**config.mk**
```make
export PLATFORM = sky130hd
export DESIGN_NAME = rhpt_traits
export DESIGN_NICKNAME = d
export VERILOG_FILES = /design/src/logic/rhpt_pkg.sv /design/src/logic/rhpt_pwr_if.sv /design/src/logic/rhpt_port_power.sv /design/src/logic/rhpt_traits.sv
export SDC_FILE = /design/constraint.sdc
export NUM_CORES = 1
export LEC_CHECK = 0
export ABC_AREA = 1
export BUFFER_PORTS_ARGS = -buffer_cell sky130_fd_sc_hd__buf_4
export CAP_MARGIN = 20
export CORE_ASPECT_RATIO = 1.1
export CORE_MARGIN = 8
export CORE_UTILIZATION = 33
export CTS_CLUSTER_DIAMETER = 30
export DETAILED_ROUTE_END_ITERATION = 6
export HOLD_SLACK_MARGIN = 0.03
export PLACE_DENSITY = 0.75
export SLEW_MARGIN = 20
export SYNTH_ARGS = -nofsm -noshare
export SYNTH_HDL_FRONTEND = slang
export SYNTH_SLANG_ARGS = --single-unit
```
**constraint.sdc**
```tcl
create_clock -name clk -period 0.8 [get_ports clk]
set_input_delay 0.08 -clock clk [delete_from_list [all_inputs] [get_ports clk]]
set_output_delay 0.08 -clock clk [all_outputs]
set_load 0.02 [all_outputs]
```
**src/logic/rhpt_pkg.sv**
```systemverilog
// Package: command codes, field layout and power command encodings
package rhpt_pkg;

	// ---------------------------------------------------------------
	// Command codes
	// ---------------------------------------------------------------
	localparam logic [7:0] CMD_TRAITS_RD = 8'h13;
	localparam logic [7:0] CMD_TRAITS_WR = 8'h93;

	// ---------------------------------------------------------------
	// Field layout
	// ---------------------------------------------------------------
	localparam int MASK_LSB   = 16;
	localparam int NREM_LSB   = 0;
	localparam int FIELD_W    = 3;
	localparam int NUM_PORTS  = 2;

	// ---------------------------------------------------------------
	// Reset values (defaults of the top-level parameters)
	// ---------------------------------------------------------------
	localparam logic [2:0] MASK_RESET = 3'h0;
	localparam logic [2:0] NREM_RESET = 3'h0;

	// ---------------------------------------------------------------
	// Power commands
	// ---------------------------------------------------------------
	typedef enum logic [2:0] {
		RHPT_PWR_NONE     = 3'b000,
		RHPT_PWR_ALL_ON   = 3'b001,
		RHPT_PWR_ALL_OFF  = 3'b010,
		RHPT_PWR_PORT_ON  = 3'b011,
		RHPT_PWR_PORT_OFF = 3'b100
	} rhpt_pwr_cmd_e;

endpackage

```
**src/logic/rhpt_pwr_if.sv**
```systemverilog
// Interface: power command path between register bank and power logic
`timescale 1ns/1ps
interface rhpt_pwr_if;
	logic                  cmd_valid;
	rhpt_pkg::rhpt_pwr_cmd_e cmd;
	logic [1:0]            cmd_port;
	logic                  power_switch_scheme;
	logic [2:0]            per_port_power_mask;
	logic [1:0]            port_powered_flag;

	modport bank (
		output cmd_valid,
		output cmd,
		output cmd_port,
		output power_switch_scheme,
		output per_port_power_mask,
		input  port_powered_flag
	);
	modport pwr (
		input  cmd_valid,
		input  cmd,
		input  cmd_port,
		input  power_switch_scheme,
		input  per_port_power_mask,
		output port_powered_flag
	);
endinterface

```
**src/logic/rhpt_port_power.sv**
```systemverilog
// Port power state: applies global and per-port commands through the mask
`timescale 1ns/1ps
module rhpt_port_power (
	input  wire logic clk,
	input  wire logic rstn,
	rhpt_pwr_if.pwr   pif
);

	// ---------------------------------------------------------------
	// Port power state
	// ---------------------------------------------------------------
	logic [1:0] powered_q;
	logic [1:0] powered_d;

	always_comb begin
		powered_d = powered_q;
		if (pif.cmd_valid) begin
			for (int p = 1; p <= 2; p++) begin
				// Mask bit 0 is reserved; bit p governs port p
				if (!pif.power_switch_scheme) begin
					if (pif.cmd == rhpt_pkg::RHPT_PWR_ALL_ON)
						powered_d[p-1] = 1'b1;
					else if (pif.cmd == rhpt_pkg::RHPT_PWR_ALL_OFF)
						powered_d[p-1] = 1'b0;
				end else if (pif.per_port_power_mask[p]) begin
					if (pif.cmd == rhpt_pkg::RHPT_PWR_PORT_ON &&
					    pif.cmd_port == 2'(p))
						powered_d[p-1] = 1'b1;
					else if (pif.cmd == rhpt_pkg::RHPT_PWR_PORT_OFF &&
					         pif.cmd_port == 2'(p))
						powered_d[p-1] = 1'b0;
				end else begin
					if (pif.cmd == rhpt_pkg::RHPT_PWR_ALL_ON)
						powered_d[p-1] = 1'b1;
					else if (pif.cmd == rhpt_pkg::RHPT_PWR_ALL_OFF)
						powered_d[p-1] = 1'b0;
				end
			end
		end
	end

	always_ff @(posedge clk or negedge rstn) begin
		if (!rstn)
			powered_q <= 2'h0;
		else
			powered_q <= powered_d;
	end

	assign pif.port_powered_flag = powered_q;
endmodule

```
**src/logic/rhpt_traits.sv**
```systemverilog
// Root hub port traits register with port power control
//
// Function
// - Read command 0x13 and write command 0x93 reach the same register.
// - Reset values of mask and removability fields are build parameters.
// - In per-port scheme a masked port changes power only on per-port power commands.
// - Unmasked port follows global commands, ignores per-port commands.
// - Global switching scheme makes the mask ineffective.
// - Mask bit 0 reserved, bit 1 port 1, bit 2 port 2.
// - Removability field bits 2..0; set means device not removable.
// - Removability bit 0 reserved, bit 1 port 1, bit 2 port 2.
// - In global scheme all ports power on and off together.
// - Per-port scheme global power-on sets only unmasked ports.
`timescale 1ns/1ps
module rhpt_traits #(
	parameter logic [2:0] MASK_INIT = rhpt_pkg::MASK_RESET,
	parameter logic [2:0] NREM_INIT = rhpt_pkg::NREM_RESET
) (
	input  wire logic        clk,
	input  wire logic        rstn,
	input  wire logic        cmd_strobe,
	input  wire logic [7:0]  cmd_code,
	input  wire logic [31:0] wr_data,
	input  wire logic        power_switch_scheme,
	input  wire logic        pwr_cmd_valid,
	input  wire logic [2:0]  pwr_cmd,
	input  wire logic [1:0]  pwr_cmd_port,
	output logic      [31:0] rd_data,
	output logic             rd_valid,
	output logic      [1:0]  port_powered_flag,
	output logic      [2:0]  non_removable_flags,
	output logic      [2:0]  per_port_power_mask
);

	// ---------------------------------------------------------------
	// Command decode
	// ---------------------------------------------------------------
	function automatic logic is_cmd(input logic [7:0] code,
	                                input logic [7:0] want);
		return code == want;
	endfunction

	logic wr_hit;
	logic rd_hit;
	assign wr_hit = cmd_strobe &&
	                is_cmd(cmd_code, rhpt_pkg::CMD_TRAITS_WR);
	assign rd_hit = cmd_strobe &&
	                is_cmd(cmd_code, rhpt_pkg::CMD_TRAITS_RD);

	// ---------------------------------------------------------------
	// Register fields
	// ---------------------------------------------------------------
	logic [2:0] mask_q;
	logic [2:0] nrem_q;

	// Bit 0 of each field is reserved and held at zero
	always_ff @(posedge clk or negedge rstn) begin
		if (!rstn) begin
			mask_q <= {MASK_INIT[2:1], 1'b0};
			nrem_q <= {NREM_INIT[2:1], 1'b0};
		end else if (wr_hit) begin
			mask_q <= {wr_data[rhpt_pkg::MASK_LSB+2],
			           wr_data[rhpt_pkg::MASK_LSB+1], 1'b0};
			nrem_q <= {wr_data[rhpt_pkg::NREM_LSB+2],
			           wr_data[rhpt_pkg::NREM_LSB+1], 1'b0};
		end
	end

	// ---------------------------------------------------------------
	// Read path
	// ---------------------------------------------------------------
	always_ff @(posedge clk or negedge rstn) begin
		if (!rstn) begin
			rd_data  <= 32'h0000_0000;
			rd_valid <= 1'b0;
		end else begin
			rd_valid <= rd_hit;
			if (rd_hit)
				rd_data <= {13'h0000, mask_q, 13'h0000, nrem_q};
		end
	end

	rhpt_pwr_if pif ();

	always_ff @(posedge clk or negedge rstn) begin
		if (!rstn) begin
			non_removable_flags <= 3'h0;
			per_port_power_mask <= 3'h0;
			port_powered_flag   <= 2'h0;
		end else begin
			non_removable_flags <= nrem_q;
			per_port_power_mask <= mask_q;
			port_powered_flag   <= pif.port_powered_flag;
		end
	end

	// ---------------------------------------------------------------
	// Power logic
	// ---------------------------------------------------------------
	// Mask register output drives the next command directly
	assign pif.cmd_valid           = pwr_cmd_valid;
	assign pif.cmd                 = rhpt_pkg::rhpt_pwr_cmd_e'(pwr_cmd);
	assign pif.cmd_port            = pwr_cmd_port;
	assign pif.power_switch_scheme = power_switch_scheme;
	assign pif.per_port_power_mask = mask_q;

	rhpt_port_power u_power (
		.clk  (clk),
		.rstn (rstn),
		.pif  (pif.pwr)
	);
endmodule

```
# Word-level counts from Yosys, hierarchy flattened
# Cells that the tools add are included.
[word_totals]
reg_bits = 17
input_bits = 50
output_inout_bits = 41
wordCells = 39
[classes]
n_eq_ne = 10
mux = 12
reduce_logical = 8
[ops]
columns = ["cell", "n"]
rows = [
  ["1-bit two-way mux", 12],
  ["8-bit by 5-bit == test with 1-bit output, second input constant", 1],
  ["8-bit == test, second input constant", 1],
  ["4-bit by 2-bit != test with 1-bit output, second input constant", 2],
  ["3-bit by 2-bit == test with 1-bit output, second input constant", 2],
  ["1-bit logical AND", 6],
  ["2-bit AND reduction", 2],
  ["3-bit by 1-bit == test with 1-bit output, second input constant", 1],
  ["3-bit == test, second input constant", 1],
  ["2-bit by 1-bit == test with 1-bit output, second input constant", 1],
  ["2-bit == test, second input constant", 1],
]

# Logic depth before layout (Yosys ltp)
# Gate-level depths: netlist of the first run.
[logic_depth]
word_depth = 6
mapped_depth = 7
depth_no_buf = 7

# Cells and area by module
# From an unflattened synthesis of the first run, not the netlist that was laid out.
[unflattened]
hier_cells = 132
hier_area_um2 = 1037.2
[modules_own_cells]
columns = ["mod", "instances", "cells_per_inst", "area_per_inst_um2", "seq_area_each_um2"]
rows = [
  ["rhpt_traits", 1, 91, 822.0, 375.4],
  ["rhpt_port_power", 1, 41, 215.2, 50.0],
]

# Worst setup path before layout of the first run
# Ideal clock, no wire load.
[synth_timing]
path_type = "input to register"
startpoint = "input cmd_code[5]"
endpoint = "register rd_data[17]"
setup_time_ns = 0.117
arrival_time_ns = 0.716
t_required_ns = 0.683
setup_slack_ns = -0.033
path_stages = 6
path_buffers = 0
cell_sequence = "inv_1 -> nand2_2 -> nor3_4 -> nand3_2 -> nand2_1 -> nand2_1"
[synth_via]
elab_chain_len = 2
[synth_lines]
columns = ["element", "line", "rtl"]
rows = [
  ["from (decl)", "rhpt_traits.sv:22", "input wire logic [7:0] cmd_code,"],
  ["8-bit by 5-bit == test with 1-bit output", "rhpt_traits.sv:40", "return code == want;"],
  ["1-bit logical AND", "rhpt_traits.sv:47", "assign rd_hit = cmd_strobe &&"],
  ["to (signal assigned)", "rhpt_traits.sv:79", "rd_data <= {13'h0000, mask_q, 13'h0000, nrem_q};"],
  ["to (decl)", "rhpt_traits.sv:28", "output logic [31:0] rd_data,"],
]
# No other way between the ends.
# A chain may end at the register's enable or synchronous reset.

# Worst setup path after layout of the first run
[layout_timing]
startpoint = "register rd_data[1]"
endpoint = "output rd_data[1]"
# No word-level cell between the ends.

==> flow_summary.toml, run 1 <==
[placement]
hpwl_um = 1760
place_area_mm2 = 0.00123
port_buffers = 32
dp.cells = 192
gp_congestion = 0.809

[final_layout]
drive_gt1_share_pct = 35.9
num_antenna_cells = 0
finalNetCount = 218
final_cell_area_mm2 = 0.00137
n_fill_cell = 288
fin_cells = 201
area_delta_synth_final_pct = 36.6

[sta]
fmax_mhz = 1120
fin_crit_sh_pct = 111
min_period_ps = 890
setup_violations = 13
fin_skew_ps = 4.09
slew_viol_final = 0
rsz0062_at_grt = "true"
hold_viol = 0
worst_slack_ps = -90.1

[synthesis]
synth.top_cell.area_share_pct = 42.5
ys_async_sr_fraction_pct = 100
synth_flop_cell = "dfrtp_1"
synthMuxAreaShare_pct = 0
syn_inst = 121
synth_top_family_by_area = "simple AND/OR/NAND/NOR gates"
syn_avg_cell_area_um2 = 8.27
yosysWarnings = 0
synthAdderAreaFrac_pct = 0
yosys-top-cells-area = "dfrtp_1, buf_4, nand2_1"
yosysMostFrequentCell = "nand2_1"
ys_seq_elements = 17
synth_edf_count = 0
ys_seq_area_share_pct = 42.5
synth_area_mm2 = 0.00100
synth_compound_area_share_pct = 1.00
synth.distinct_cells = 13
synth_top_area_cell = "dfrtp_1"
synth-xor-area-share_pct = 0
synth_common_cells = "nand2_1, buf_4, dfrtp_1"
synthSimpleGateAreaFrac_pct = 28.7

[routing]
viasPerCell = 4.05
drt_iter0_drc = 13
drt-wirelength-per-cell_um = 10.3
via_count = 814
drc = 0
firstDrtPassIters = 4
routed_wl_um = 2060
ant_nets = 0

[power]
p_per_area_mw_per_mm2 = 1360
p_clk_share_pct = 22.5
ir_drop_mv = 1.07
combPwrFrac_pct = 26.5
p_leak_nw = 0.800
p_sw_share_pct = 30.5
p_int_mw = 1.29
seq_power_share_pct = 51.0
p_switching_mw = 0.566

[die]
initial_core_util_pct = 33.7
fp.dieH_um = 73.8
fp.dieArea_mm2 = 0.00505
num_rows = 21
num_io_pins = 91
fp.coreArea_mm2 = 0.00297
die_x_um = 68.5

[setup_path]
worst_ep_required_time_ps = 720
critPathMaxStageDelay_ps = 400
start_kind = "flop"
reg2reg_depth = 6
worst-setup-path-type = "reg -> out"
r2r_start = "mask_q[1]"
critical_path_depth = 1
path_cells = "buf_6"
cp_max_fo = 2
cp.arrival_ps = 810
crit_path_end_kind = "primary output"
cp-startpoint = "rd_data[1]"
slowest_stage = "dfrtp_1"
crit_family = "flip-flops"
critical_path_buf_inv_count = 1

[worst_hold_path]
holdPathStages = 3
hold_path_class = "in -> reg"
hp-start = "wr_data[17]"

[cts]
cts_tree = "built"
clkTransAtPathRegs_ps = 90
htreeDepth = 1
cts_root_buf = "clkbuf_4"
clock_latency_ps = 270
cts_sinks = 17
cts_buffer_depth = 2
numCtsBuffers = 3

[global_route]
grt-ovfl-total = 0
grt_pass1_wl_um = 3270
grt_antenna_before_repair = 0
grt_pass1_vias = 844
grt_max_degree = 18
grt_use_total_pct = 8.14

[run_status]
status = "finished, violations left"
violations = "setup timing"

[flow_run]
cap_violations = 0
==> path summary, 6_finish.rpt <==
check / end / slack, ps
hold / removal: mask_q[1] / 60
hold reg to reg: non_removable_flags[2] / 420
setup reg to reg: u_power.pif.port_powered_flag[0] / -20
max in group asynchronous: rd_data[18] / 420
setup / recovery: rd_data[1] / -90
min in group asynchronous: mask_q[2] / 200
==> layer usage <==
layer | wire length, um | GRT usage [%] | up-vias
met5 | 0 | 0 | -
met4 | 27 | 4.78 | 0
met3 | 180 | 1.37 | 2
met2 | 1070 | 13.9 | 35
met1 | 785 | 9.08 | 363
li1 | - | - | 414
==> metrics by stage <==
stage | hold slack [ps] | power (mW) | util (%) | setup WS, ps | TNS (ps)
3_3_place_gp | -53.9 | 1.40 | 41.6 | -144 | -1060
4_1_cts | 57.1 | 1.86 | 45.2 | -97.2 | -888
6_report | 59.1 | 1.86 | 46.1 | -90.1 | -807
3_5_place_dp | -50.1 | 1.41 | 41.6 | -189 | -1290
5_1_grt | 59.5 | 1.97 | 46.1 | -134 | -1290
2_1_floorplan | -216 | 1.33 | - | -12.1 | -19.0
==> cell families (layout without fill, tap and decap cells) <==
logic type             count (synthesis)  after routing
AOI/OAI and AO/OA                      2              2
buffers and inverters                 43             60
DFF                                   17             17
other                                  1             30
and+or+nand+nor                       58             58
==> power by group through the flow <==
stage | logic [mW] | clock network [mW] | registers, mW
after floorplan | 0.337 | 0 | 0.988
final | 0.493 | 0.419 | 0.947
after global placement | 0.449 | 0 | 0.954
after global routing | 0.539 | 0.474 | 0.953
after CTS | 0.478 | 0.435 | 0.945
after detailed placement | 0.455 | 0 | 0.956
==> state kept, by name, indices dropped and copies added, names as in the netlist <==
register	flops
port_powered_flag	2
rd_data	4
rd_valid	1
per_port_power_mask	2
mask_q	2
non_removable_flags	2
u_power.pif.port_powered_flag	2
nrem_q	2
==> timing repair <==
item / 4_1_cts / 5_1_grt
cloned: 0 / 0
hold buffers: 1 / 0
setup buffers: 4 / 0
endpoints found under the setup margin: 13 / 16
pin swaps: 6 / 6
endpoints found under the hold margin: 17 / 0
resized for setup: 11 / 9
==> area by class of cell <==
class	instances	area (um^2)	share of cell area (%)
inverter	13	63.8	4.67
tap	34	42.5	3.11
multi-input combinational	90	435	31.8
timing repair buffer	43	374	27.4
sequential	17	425	31.1
clock buffer	4	26.3	1.92
==> placed cells by master, fill, tap and decap left out <==
cell	instances
buf_4	29
inv_2	1
dfrtp_1	17
buf_6	13
nand4_1	8
inv_1	10
clkbuf_4	3
nand2_1	28
dlygate4sd3_1	1
inv_12	1
clkbuf_1	1
nand3b_1	1
nand3_1	5
nand2_4	1
nand2_2	5
nor3_4	2
nand3_2	2
inv_4	1
a21oi_2	2
conb_1	30
nor2_1	6
No activity file was read; power rests on OpenSTA's default activity.
==> inputs of run 2 (changes only) <==
SKIP_CTS_REPAIR_TIMING = 1   (was unset)
==> run 2 against run 1 <==
- the run still ends with setup timing left
- largest cell class unchanged
- final cell count unchanged
- worst hold slack got worse by 0.52 ps
- largest power group unchanged
- final area fell by 0.18%
- core utilization down 0.084 points
- register-to-register slack lost 20 ps
- die area unchanged
- critical path depth is the same
- global-route usage down 0.18 points
- wire length is 2.0% higher
- highest routed layer unchanged
==> flow_summary.toml, run 2 (same netlist as run 1, synthesis figures left out) <==
[die]
num_io_pins = 91
fp.coreArea_mm2 = 0.00297
die_x_um = 68.5
num_rows = 21
initial_core_util_pct = 33.7
fp.dieH_um = 73.8
fp.dieArea_mm2 = 0.00505

[setup_path]
crit_path_end_kind = "primary output"
r2r_start = "mask_q[1]"
reg2reg_to = "u_power.pif.port_powered_flag[0]"
cp.arrival_ps = 810
worst-setup-path-type = "reg -> out"
reg2reg_depth = 6
slowest_stage = "dfrtp_1"
start_kind = "flop"
critPathMaxStageDelay_ps = 400
critical_path_buf_inv_count = 1
path_cells = "buf_6"
worst_ep_required_time_ps = 720
ff2ff_setup_slack_ps = -40
cp_max_fo = 2
crit_family = "flip-flops"
cp-startpoint = "rd_data[1]"

[cts]
cts_sinks = 17
numCtsBuffers = 3
htreeDepth = 1
cts_tree = "built"
clkTransAtPathRegs_ps = 90
clock_latency_ps = 270
cts_buffer_depth = 2
cts_root_buf = "clkbuf_4"

[final_layout]
final_common_cell = "conb_1"
largest_reg_flops = 4
num_antenna_cells = 0
regMostFlops = "rd_data"
drive_gt1_share_pct = 35.3
final_cell_mix = "conb_1, nand2_1, buf_4"
fin_cells = 201
n_fill_cell = 290
final_cell_area_mm2 = 0.00137
finalNetCount = 218
area_delta_synth_final_pct = 36.4

[global_route]
grt_antenna_before_repair = 0
grt-ovfl-total = 0
grt_max_degree = 18
grt_pass1_wl_um = 3190
grt_use_total_pct = 7.96
grt_pass1_vias = 808

[worst_hold_path]
hold_path_class = "in -> reg"
hp-start = "wr_data[17]"
holdPathStages = 3
whs_endpoint = "mask_q[1]"

[placement]
dp.cells = 192
port_buffers = 32
gp_congestion = 0.809
place_area_mm2 = 0.00123
hpwl_um = 1760

[routing]
via_count = 828
viasPerCell = 4.12
routed_wl_um = 2110
ant_nets = 0
drt-wirelength-per-cell_um = 10.5
drt_iter0_drc = 13
firstDrtPassIters = 6
drc = 0

[sta]
setup_violations = 13
fin_crit_sh_pct = 111
fin_skew_ps = 3.99
finalSetupTns_ps = -848
slew_viol_final = 0
worst_slack_ps = -88.0
min_period_ps = 888
hold_viol = 0
fmax_mhz = 1130
rsz0062_at_grt = "true"

[power]
p_per_area_mw_per_mm2 = 1360
ir_drop_mv = 1.11
totalPowerFinal_mw = 1.86
p_leak_nw = 0.799

[flow_run]
cap_violations = 0

[run_status]
violations = "setup timing"
status = "finished, violations left"
## run 2: cell counts in the layout (fill, tap and decap cells not counted)
Identical to the previous run, type by type.
## run 2: through the flow
step | hold slack, ps | utilization, % | setup WS (ps)
global route | 56.6 | 46.0 | -134
finish | 58.6 | 46.0 | -88.0
global placement | -53.9 | 41.6 | -144
detailed placement | -50.1 | 41.6 | -189
floorplan | -216 | - | -12.1
CTS | -354 | 42.5 | -120
## run 2: worst max-delay path by stage
stage | slack (ps) | depth (start not counted) | to
5_1_grt | -130 | 1 | rd_data[1]
6_report | -90 | 1 | rd_data[1]
4_1_cts | -120 | 1 | rd_data[1]
2_1_floorplan | -10 | 6 | rd_data[1]
3_5_place_dp | -190 | 7 | rd_data[1]
3_3_place_gp | -140 | 7 | rd_data[1]
## run 2: where the power goes
part / switching, mW / leakage (nW) / internal [mW]
clock network: 0.228 / 0.0150 / 0.193
registers: 0.0349 / 0.227 / 0.912
logic: 0.305 / 0.557 / 0.188
total: 0.568 / 0.799 / 1.29
## run 2: final cells by class
cell class                      instances  area (um^2)  area share [%]
Clock buffer                            4         26.3            1.92
Inverter                               13         63.8            4.67
Multi-Input combinational cell         90          433            31.7
Sequential cell                        17          425            31.2
Tap cell                               34         42.5            3.12
Timing Repair Buffer                   43          374            27.4
## run 2: layer usage
layer / share of wire [%] / up-vias / GRT usage, %
li1: - / 415 / -
met1: 38 / 370 / 8.64
met2: 52 / 41 / 13.5
met3: 9.0 / 2 / 1.68
met4: 1.3 / 0 / 4.78
met5: 0 / - / 0
